--- src/rtl/dispatch_pkg.sv ---
// Constants, codes, offsets and types for the digital input function dispatch block.
package dispatch_pkg;
    // Block dimensions.
    localparam int IN_COUNT = 8;
    localparam int OUT_COUNT = 6;
    localparam int CODE_W = 7;
    localparam int FN_COUNT = 50;
    localparam int ADDR_W = 12;
    // Input function codes that the dispatch logic treats specially.
    localparam int FN_NONE = 0;
    localparam int FN_ENABLE = 1;
    localparam int FN_DRIVE_RESET = 2;
    localparam int FN_TQ_FIRST = 3;
    localparam int FN_TQ_LAST = 13;
    localparam int FN_FW_RESET = 14;
    localparam int FN_ENC_CLEAR = 15;
    localparam int FN_SPEED_SEL0 = 17;
    localparam int FN_SPEED_SEL3 = 20;
    localparam int FN_POS_INHIBIT = 21;
    localparam int FN_POS_REVERSE = 22;
    localparam int FN_PULSE_INHIBIT = 23;
    localparam int FN_ERR_CLEAR = 25;
    localparam int FN_HOME_START = 26;
    localparam int FN_SEG_TRIGGER = 27;
    localparam int FN_SEG_SEL0 = 28;
    localparam int FN_SEG_SEL3 = 31;
    localparam int FN_SEG_DIR = 32;
    localparam int FN_UNASSIGNED = 33;
    localparam int FN_ORIGIN = 34;
    localparam int FN_MODE_SEL0 = 36;
    localparam int FN_MODE_SEL1 = 37;
    localparam int FN_FIXLEN_DETECT = 38;
    localparam int FN_FIXLEN_CANCEL = 39;
    localparam int FN_FIXLEN_TRIGGER = 40;
    localparam int FN_LIMIT_POS = 43;
    localparam int FN_LIMIT_NEG = 44;
    localparam int FN_LOGIC_RESET = 46;
    // Register byte offsets; the code registers are one word per input.
    localparam logic [ADDR_W-1:0] ADDR_CODE_BASE = 12'h000;
    localparam logic [ADDR_W-1:0] ADDR_POLARITY = 12'h020;
    localparam logic [ADDR_W-1:0] ADDR_MODE = 12'h024;
    localparam logic [ADDR_W-1:0] ADDR_STATUS_LO = 12'h028;
    localparam logic [ADDR_W-1:0] ADDR_STATUS_HI = 12'h02c;
    localparam logic [ADDR_W-1:0] ADDR_OUT_STATUS = 12'h030;
    // Field positions in the polarity register, one bit per output.
    localparam int OUTPUT_ONE_POLARITY_BIT = 0;
    localparam int OUTPUT_TWO_POLARITY_BIT = 1;
    localparam int OUTPUT_THREE_POLARITY_BIT = 2;
    localparam int OUTPUT_FOUR_POLARITY_BIT = 3;
    localparam int OUTPUT_FIVE_POLARITY_BIT = 4;
    localparam int OUTPUT_SIX_POLARITY_BIT = 5;
    // Field positions in the mode register.
    localparam int MODE_ERR_EDGE_BIT = 0;
    localparam int MODE_ORIGIN_EDGE_BIT = 1;
    // Reset values.
    localparam logic [CODE_W-1:0] CODE_RESET = 7'h00;
    localparam logic [OUT_COUNT-1:0] POLARITY_RESET = 6'h00;
    localparam logic [1:0] MODE_RESET = 2'h0;
    localparam logic [OUT_COUNT-1:0] DOUT_RESET = 6'h3f;
    // Multi-segment sequence state.
    typedef enum logic {SEG_IDLE = 1'b0, SEG_RUN = 1'b1} seg_state_type;
endpackage : dispatch_pkg

--- src/rtl/dispatch_cfg_if.sv ---
// Configuration and status carrier between the register file and the dispatch core.
`timescale 1ns/1ns
interface dispatch_cfg_if import dispatch_pkg::*; ();
    logic [CODE_W-1:0] code [IN_COUNT]; // Function code per input terminal.
    logic [OUT_COUNT-1:0] polarity; // Output polarity, one bit per output.
    logic err_edge_mode; // Error clear acts on a rising edge when set.
    logic origin_edge_mode; // Origin input acts on a rising edge when set.
    logic [FN_COUNT-1:0] fn_status; // Registered effective state per function.
    logic [OUT_COUNT-1:0] dout_status; // Registered output terminal levels.
    modport regs (output code, polarity, err_edge_mode, origin_edge_mode,
                  input fn_status, dout_status);
    modport core (input polarity, err_edge_mode, origin_edge_mode,
                  output fn_status, dout_status);
    modport mapper (input code);
endinterface : dispatch_cfg_if

--- src/rtl/function_mapper.sv ---
// Maps input terminals onto function slots by their configured codes.
`timescale 1ns/1ns
module function_mapper
    import dispatch_pkg::*;
(
    dispatch_cfg_if.mapper cfg,
    input wire logic [IN_COUNT-1:0] din,
    output logic [FN_COUNT-1:0] fn_state
);
    // One slot per function code; several terminals on one code are ORed.
    genvar f;
    generate
        for (f = 0; f < FN_COUNT; f++)
        begin : g_slot
            logic hit; // Some terminal carrying this code is high.
            // Code zero and the unassigned code never collect a terminal.
            always_comb
            begin
                hit = 1'b0;
                if (f != FN_NONE && f != FN_UNASSIGNED)
                begin
                    for (int i = 0; i < IN_COUNT; i++)
                    begin
                        if (din[i] && cfg.code[i] == CODE_W'(f))
                        begin
                            hit = 1'b1;
                        end
                    end
                end
            end
            assign fn_state[f] = hit;
        end
    endgenerate
endmodule : function_mapper

--- src/rtl/dispatch_regs.sv ---
// APB register file holding function codes, polarities and trigger modes.
`timescale 1ns/1ns
module dispatch_regs
    import dispatch_pkg::*;
(
    input wire logic pclk,
    input wire logic presetn,
    input wire logic ce,
    input wire logic psel,
    input wire logic penable,
    input wire logic pwrite,
    input wire logic [ADDR_W-1:0] paddr,
    input wire logic [31:0] pwdata,
    output logic [31:0] prdata,
    output logic pready,
    output logic pslverr,
    dispatch_cfg_if.regs cfg
);
    logic [CODE_W-1:0] code [IN_COUNT]; // Stored function codes.
    logic [CODE_W-1:0] next_code [IN_COUNT];
    logic [OUT_COUNT-1:0] polarity; // Output polarity bits.
    logic [OUT_COUNT-1:0] next_polarity;
    logic [1:0] mode; // Error clear and origin trigger modes.
    logic [1:0] next_mode;
    logic [31:0] next_prdata;
    logic code_hit; // Address falls on one of the code words.
    logic mapped; // Address names a register.
    logic wr; // Write takes effect this edge.

    // Address decode is combinational so the access phase can answer at once.
    always_comb
    begin
        code_hit = paddr[ADDR_W-1:5] == '0 && paddr[1:0] == 2'h0;
        mapped = code_hit || paddr == ADDR_POLARITY || paddr == ADDR_MODE ||
                 paddr == ADDR_STATUS_LO || paddr == ADDR_STATUS_HI ||
                 paddr == ADDR_OUT_STATUS;
    end

    // Zero wait states; unmapped addresses answer with an error.
    assign pready = 1'b1;
    assign pslverr = psel && penable && !mapped;
    assign wr = psel && penable && pwrite && mapped && ce;

    // Next values: writes in the access phase, read data captured in setup.
    always_comb
    begin
        next_code = code;
        next_polarity = polarity;
        next_mode = mode;
        next_prdata = prdata;
        if (wr && code_hit)
        begin
            next_code[paddr[4:2]] = pwdata[CODE_W-1:0];
        end
        else if (wr && paddr == ADDR_POLARITY)
        begin
            next_polarity = pwdata[OUT_COUNT-1:0];
        end
        else if (wr && paddr == ADDR_MODE)
        begin
            next_mode = pwdata[1:0];
        end
        if (psel && !penable && !pwrite)
        begin
            if (code_hit)
            begin
                next_prdata = {25'h0, code[paddr[4:2]]};
            end
            else if (paddr == ADDR_POLARITY)
            begin
                next_prdata = {26'h0, polarity};
            end
            else if (paddr == ADDR_MODE)
            begin
                next_prdata = {30'h0, mode};
            end
            else if (paddr == ADDR_STATUS_LO)
            begin
                next_prdata = cfg.fn_status[31:0];
            end
            else if (paddr == ADDR_STATUS_HI)
            begin
                next_prdata = {14'h0, cfg.fn_status[FN_COUNT-1:32]};
            end
            else if (paddr == ADDR_OUT_STATUS)
            begin
                next_prdata = {26'h0, cfg.dout_status};
            end
            else
            begin
                next_prdata = 32'h0000_0000;
            end
        end
    end

    // Registers; clock enable low freezes them all.
    always_ff @(posedge pclk or negedge presetn)
    begin
        if (!presetn)
        begin
            code <= '{default: CODE_RESET};
            polarity <= POLARITY_RESET;
            mode <= MODE_RESET;
            prdata <= 32'h0000_0000;
        end
        else if (ce)
        begin
            code <= next_code;
            polarity <= next_polarity;
            mode <= next_mode;
            prdata <= next_prdata;
        end
    end

    assign cfg.code = code;
    assign cfg.polarity = polarity;
    assign cfg.err_edge_mode = mode[MODE_ERR_EDGE_BIT];
    assign cfg.origin_edge_mode = mode[MODE_ORIGIN_EDGE_BIT];
endmodule : dispatch_regs

--- src/rtl/digital_input_function_dispatch.sv ---
// Top of the input function dispatch and output polarity block.
`timescale 1ns/1ns
module digital_input_function_dispatch
    import dispatch_pkg::*;
(
    input wire logic pclk,
    input wire logic presetn,
    input wire logic ce,
    input wire logic psel,
    input wire logic penable,
    input wire logic pwrite,
    input wire logic [ADDR_W-1:0] paddr,
    input wire logic [31:0] pwdata,
    output logic [31:0] prdata,
    output logic pready,
    output logic pslverr,
    input wire logic [IN_COUNT-1:0] din,
    input wire logic [OUT_COUNT-1:0] do_valid,
    output logic [OUT_COUNT-1:0] dout,
    output logic [FN_COUNT-1:0] function_level,
    output logic servo_enable,
    output logic [FN_TQ_LAST-FN_TQ_FIRST:0] torque_speed_sel,
    output logic [3:0] speed_select,
    output logic pos_cmd_inhibit,
    output logic pos_cmd_reverse,
    output logic pulse_cmd_inhibit,
    output logic [3:0] seg_select,
    output logic seg_direction,
    output logic [1:0] mode_select,
    output logic fixlen_cancel,
    output logic limit_positive,
    output logic limit_negative,
    output logic drive_reset_pulse,
    output logic encoder_clear_pulse,
    output logic firmware_reset_pulse,
    output logic logic_reset_pulse,
    output logic home_start_pulse,
    output logic seg_start_pulse,
    output logic seg_stop_pulse,
    output logic seg_running,
    output logic fixlen_trigger_pulse,
    output logic error_clear,
    output logic origin_signal
);
    // Shared configuration and status between the register file and the core.
    dispatch_cfg_if cfg ();

    logic [FN_COUNT-1:0] fn_state; // Combinational effective state per function.
    logic [FN_COUNT-1:0] level; // Registered effective state.
    logic [FN_COUNT-1:0] next_level;
    logic [FN_COUNT-1:0] rise; // One-cycle pulses on low-to-high changes.
    logic [FN_COUNT-1:0] next_rise;
    logic [FN_COUNT-1:0] fall; // One-cycle pulses on high-to-low changes.
    logic [FN_COUNT-1:0] next_fall;
    logic fix_pulse; // Gated fixed-length trigger.
    logic next_fix_pulse;
    seg_state_type seg_state; // Multi-segment sequence state.
    seg_state_type next_seg_state;
    logic [OUT_COUNT-1:0] next_dout;

    // Register file on the APB side.
    dispatch_regs u_regs (
        .pclk(pclk),
        .presetn(presetn),
        .ce(ce),
        .psel(psel),
        .penable(penable),
        .pwrite(pwrite),
        .paddr(paddr),
        .pwdata(pwdata),
        .prdata(prdata),
        .pready(pready),
        .pslverr(pslverr),
        .cfg(cfg.regs)
    );

    // Terminals are taken as synchronous; a high terminal is effective.
    function_mapper u_mapper (
        .cfg(cfg.mapper),
        .din(din),
        .fn_state(fn_state)
    );

    // Edge detection compares the fresh state against last cycle's copy.
    // Registering the pulses keeps them aligned with the level they report.
    always_comb
    begin
        next_level = fn_state;
        next_rise = fn_state & ~level;
        next_fall = ~fn_state & level;
        // The trigger counts only while detection is enabled in the same cycle.
        next_fix_pulse = fn_state[FN_FIXLEN_TRIGGER] && !level[FN_FIXLEN_TRIGGER] &&
                         fn_state[FN_FIXLEN_DETECT];
    end

    // Level and edge registers; clock enable low holds them, so no edge is lost.
    always_ff @(posedge pclk or negedge presetn)
    begin
        if (!presetn)
        begin
            level <= '0;
            rise <= '0;
            fall <= '0;
            fix_pulse <= 1'b0;
        end
        else if (ce)
        begin
            level <= next_level;
            rise <= next_rise;
            fall <= next_fall;
            fix_pulse <= next_fix_pulse;
        end
    end

    // Segment sequence: a rise starts it, a fall stops it.
    always_comb
    begin
        next_seg_state = seg_state;
        case (seg_state)
            SEG_IDLE:
            begin
                // Start on a low-to-high change of the trigger.
                if (fn_state[FN_SEG_TRIGGER] && !level[FN_SEG_TRIGGER])
                begin
                    next_seg_state = SEG_RUN;
                end
            end
            SEG_RUN:
            begin
                // Stop on a high-to-low change of the trigger.
                if (!fn_state[FN_SEG_TRIGGER] && level[FN_SEG_TRIGGER])
                begin
                    next_seg_state = SEG_IDLE;
                end
            end
            default:
            begin
                next_seg_state = SEG_IDLE;
            end
        endcase
    end

    // Segment state register.
    always_ff @(posedge pclk or negedge presetn)
    begin
        if (!presetn)
        begin
            seg_state <= SEG_IDLE;
        end
        else if (ce)
        begin
            seg_state <= next_seg_state;
        end
    end

    // Output levels: a valid function drives the polarity level, else its inverse.
    always_comb
    begin
        next_dout = cfg.polarity ^ ~do_valid;
    end

    // Output terminal register; the reset level is the inactive one.
    always_ff @(posedge pclk or negedge presetn)
    begin
        if (!presetn)
        begin
            dout <= DOUT_RESET;
        end
        else if (ce)
        begin
            dout <= next_dout;
        end
    end

    // Status back to the register file.
    assign cfg.fn_status = level;
    assign cfg.dout_status = dout;

    // Level-held commands straight from the registered state.
    assign function_level = level;
    assign servo_enable = level[FN_ENABLE];
    assign torque_speed_sel = level[FN_TQ_LAST:FN_TQ_FIRST];
    assign speed_select = level[FN_SPEED_SEL3:FN_SPEED_SEL0];
    assign pos_cmd_inhibit = level[FN_POS_INHIBIT];
    assign pos_cmd_reverse = level[FN_POS_REVERSE];
    assign pulse_cmd_inhibit = level[FN_PULSE_INHIBIT];
    assign seg_select = level[FN_SEG_SEL3:FN_SEG_SEL0];
    assign seg_direction = level[FN_SEG_DIR];
    assign mode_select = level[FN_MODE_SEL1:FN_MODE_SEL0];
    assign fixlen_cancel = level[FN_FIXLEN_CANCEL];
    assign limit_positive = level[FN_LIMIT_POS];
    assign limit_negative = level[FN_LIMIT_NEG];

    // Edge-triggered commands: one clock-enabled cycle each, never repeated while held; seg_running follows the segment state.
    assign drive_reset_pulse = rise[FN_DRIVE_RESET];
    assign encoder_clear_pulse = rise[FN_ENC_CLEAR];
    assign firmware_reset_pulse = rise[FN_FW_RESET];
    assign logic_reset_pulse = rise[FN_LOGIC_RESET];
    assign home_start_pulse = rise[FN_HOME_START];
    assign seg_start_pulse = rise[FN_SEG_TRIGGER];
    assign seg_stop_pulse = fall[FN_SEG_TRIGGER];
    assign seg_running = seg_state == SEG_RUN;
    assign fixlen_trigger_pulse = fix_pulse;

    // Mode-dependent inputs: software picks level or edge behaviour.
    assign error_clear = cfg.err_edge_mode ? rise[FN_ERR_CLEAR] : level[FN_ERR_CLEAR];
    assign origin_signal = cfg.origin_edge_mode ? rise[FN_ORIGIN] : level[FN_ORIGIN];
endmodule : digital_input_function_dispatch

--- config.mk ---
export PLATFORM = sky130hd
export DESIGN_NAME = digital_input_function_dispatch
export DESIGN_NICKNAME = d
export VERILOG_FILES = /design/src/rtl/dispatch_pkg.sv /design/src/rtl/dispatch_cfg_if.sv /design/src/rtl/function_mapper.sv /design/src/rtl/dispatch_regs.sv /design/src/rtl/digital_input_function_dispatch.sv
export SDC_FILE = /design/constraint.sdc
export NUM_CORES = 1
export LEC_CHECK = 0
export ABC_AREA = 1
export BUFFER_PORTS_ARGS = -buffer_cell sky130_fd_sc_hd__buf_2
export CORE_MARGIN = 3
export CORE_UTILIZATION = 35
export CTS_CLUSTER_DIAMETER = 120
export DETAILED_ROUTE_END_ITERATION = 6
export PLACE_DENSITY = 0.59
export SYNTH_ARGS = -nofsm -noshare
export SYNTH_HDL_FRONTEND = slang
export SYNTH_HIERARCHICAL = 1
export SYNTH_SLANG_ARGS = --single-unit
--- constraint.sdc ---
create_clock -name pclk -period 2.4 [get_ports pclk]
set_clock_uncertainty 0.05 [all_clocks]
set_input_delay 0.12 -clock pclk [delete_from_list [all_inputs] [get_ports pclk]]
set_output_delay 0.12 -clock pclk [all_outputs]
set_load 0.03 [all_outputs]
==> impl_metrics.csv <==
group,metric,value,unit
synthesis,yosys.area_share.simple,54.42,%
synthesis,synth_area_leader_cell,"dfrtp_1",
timing,report.final.hold_viol_count,0,
worst_setup_path,worstPathArrival,2280,ps
worst_setup_path,criticalPathCategory,"reg -> reg",
clock_tree,cts_tree,"built",
timing,maxSlewHeadroom,52.54,%
worst_setup_path,critPathSlowestCell,"dfrtp_1",
global_routing,grt_pass1_vias,13230,
timing,finalSetupViolations,0,
global_routing,overflow,0,
floorplanning,initial_core_util,35.67,%
global_routing,grt_max_degree,63,
clock_tree,htreeDepth,4,
synthesis,synthArstFlopShare,100.0,%
placement,gp_congestion,1.016,
pwr,p_leak,8.029,nW
finish,antenna_cells,0,
route,post-route-drc-count,0,
synthesis,ys_top_cells_by_count,"924 x nand2_1, 301 x nand3_1, 284 x nor2_1, 157 x dfrtp_1, 92 x buf_4",
synthesis,ys_seq_area_share,32.05,%
timing,min_period,1972,ps
worst_setup_path,crit_path_end,"rise[46]",
worst_setup_path,cp_data_required_time,2700,ps
clock_tree,clkTransAtPathRegs,70,ps
timing,max_clock_freq,0.5070,GHz
timing,fin_crit_sh,82.19,%
worst_setup_path,path_cells,"nand3b_1 -> nor2_2 -> nand2_1 -> nand2_1 -> nor2_1 -> nand2_1 -> nand2_1 -> o21ai_0",
clock_tree,cts_root_buf,"clkbuf_16",
worst_setup_path,r2r_end,"rise[46]",
timing,holdWs,26.82,ps
synthesis,yosys_warnings,6,
worst_setup_path,crit_path_max_fanout,12,
synthesis,synth_area_per_cell,6.051,um2
clock_tree,cts.path.max_buffers,2,
placement,pre_cts_slack,311.4,ps
worst_setup_path,critPathLaunch,"u_regs/cfg.code[13]",
timing,tightest_slew,709.6,ps
synthesis,yosysMostFrequentCell,"nand2_1",
synthesis,synthAdderAreaFrac,0,%
worst_setup_path,crit_family,"simple AND/OR/NAND/NOR gates",
synthesis,synth_xor_area_share,0,%
worst_setup_path,path_depth,8,
floorplanning,num_io_pins,194,
timing,setup_tns,0,ps
global_routing,grtUsageMet3,4.872,%
finish,final_cell_area,0.01426,mm2
worst_setup_path,crit_top_cell,"nand2_1",
synthesis,synth_area,0.01275,mm2
pwr,p_total,5.886,mW
global_routing,busiest_layer,"met2",
timing,final-max-slew-violation-count,0,
worst_setup_path,reg2reg_slack,430,ps
clock_tree,clkSinkCount,163,
worst_setup_path,critPathMaxStageDelay,480,ps
pwr,power_density,412.8,mW/mm2
global_routing,grt_antenna_before_repair,2,
synthesis,netlist.area_leader.share,30.81,%
min_path,hold_class,"in -> reg",
synthesis,synth_cell_type_count,33,
finish,final_nets,2260,
synthesis,synth_top_family_by_area,"simple AND/OR/NAND/NOR gates",
route,vias_per_cell,5.340,
run,maxCapViolCount,0,
synthesis,synth_edf_count,0,
clock_tree,postCtsResizedCells,0,
global_routing,grt_pass1_wl,76.07,mm
synthesis,netlist_instances,2107,
worst_setup_path,end_kind,"register",
timing,final.setup.worst_slack,427.5,ps
floorplanning,core.rowCount,69,
worst_setup_path,critical_path_buf_inv_count,0,
floorplanning,die_area,0.03875,mm2
synthesis,synth_compound_area_share,1.717,%
route,wl_per_cell,18.59,um
run_status,status,"finished clean",
route,ant_nets,0,
floorplanning,fp.dieH,196.9,um
placement,dpl_cell_area,0.01358,mm2
clock_tree,clkLatencyLatePin,430,ps
global_routing,grtUsageMet1,33.98,%
finish,synthToLayoutAreaGrowth,11.83,%
clock_tree,cts_buffers,17,
route,first_iter_violations,1886,
worst_setup_path,startpoint_type,"register",
synthesis,synthMuxAreaShare,0.1766,%
synthesis,synthFlopType,"dfrtp_1",
worst_setup_path,r2r_cells,8,
timing,rsz0062_at_grt,"false",
global_routing,grtUsageMet2,40.23,%
worst_setup_path,timing.rr.start,"u_regs/cfg.code[13]",
route,firstDrtPassIters,6,
floorplanning,core,0.03574,mm2
pwr,peakVddDrop,0.4198,mV
synthesis,synth_seq_cells,163,
synthesis,synthTopCellsByArea,"dfrtp_1 31%, nand2_1 27%, nand3_1 12%",
placement,dp_hpwl,36.75,mm
floorplanning,die_w,196.9,um
route,wl,49.61,mm
global_routing,gr-usage-all-layers,25.07,%
finish,drive_gt1_share,14.77,%
placement,portBuffers,167,
route,route.vias.total,14250,
-- repair_timing --
action,4_1_cts,5_1_grt
endpoints found under the hold margin,139,0
setup buffers,0,0
hold buffers,14,0
-- routing by layer --
| metal | vias up | share of wire, % | wire length (um) |
|---|---|---|---|
| met5 | - | 0.054 | 27 |
| met4 | 4 | 3.3 | 1650 |
| met3 | 113 | 10 | 5127 |
| met2 | 805 | 45 | 22490 |
| met1 | 6534 | 41 | 20320 |
| li1 | 6791 | - | - |
-- tightest hold or removal path, delay by kind of cell --
family	cells	cell delay, ps
buffers and inverters	1	200
and+or+nand+nor	2	140
-- worst min-delay path by stage --
stage / end / cells after the start / slack (ps) / start
2_1_floorplan: fall[27] / 0 / -230 / presetn
3_3_place_gp: u_regs/prdata[14] / 1 / 20 / presetn
3_5_place_dp: rise[46] / 1 / 30 / presetn
4_1_cts: u_regs/cfg.code[13] / 3 / 7 / pwdata[6]
5_1_grt: u_regs/cfg.code[55] / 3 / 40 / pwdata[6]
6_report: u_regs/cfg.polarity[4] / 3 / 30 / pwdata[4]
-- area by class of cell --
cell class	instances	area, um2
Timing Repair Buffer	247	1515
Clock inverter	8	81.33
Clock buffer	22	454.2
Inverter	92	347.8
Tap cell	461	576.8
Sequential cell	163	4086
Fill cell	3858	21480
Multi-Input combinational cell	1675	7196
-- layout by cell type (no fill, tap or decap), types with 2 or more instances in the layout --
cell	count
nor2_4	3
nor3_4	4
inv_2	11
nand3_1	301
mux2_2	2
nor3_2	5
dfstp_2	6
conb_1	3
dfrtp_1	157
nor2_2	22
clkinvlp_4	5
clkbuf_16	17
inv_1	77
buf_12	3
nand2_1	924
o21ai_1	8
a21oi_1	12
nand3b_1	6
clkbuf_1	4
buf_4	63
a22oi_1	8
dlygate4sd3_1	14
nand2_2	2
nand4_2	9
buf_2	166
o21ai_0	10
nand4_1	63
nor3_1	6
clkinv_1	3
nor2_1	284
-- metrics by stage --
stage,instances,util [%]
after global placement,2624,38.00
after CTS,2668,39.89
after detailed placement,2624,38.00
final,2668,39.89
after global routing,2668,39.89
after floorplan,2108,-
-- power breakdown --
part / total (mW) / internal (mW) / switching (mW)
logic: 0.501 / 0.122 / 0.379
registers: 2.80 / 2.78 / 0.0208
clock network: 2.58 / 1.44 / 1.14
-- registers in the layout, indices dropped and copies added, names as in the netlist, 2 cells and up --
signal and count:
rise 8, u_regs/cfg.polarity 6, u_regs/prdata 32, u_regs/mode 2
function_level 50, u_regs/cfg.code 56, dout 6
-- kinds of logic after synthesis --
group,after synthesis
compound gates,39
buf+inv,270
flops,163
mux,2
other cells,2
simple gates,1631
Note: power is estimated with default switching activity, not from simulation.
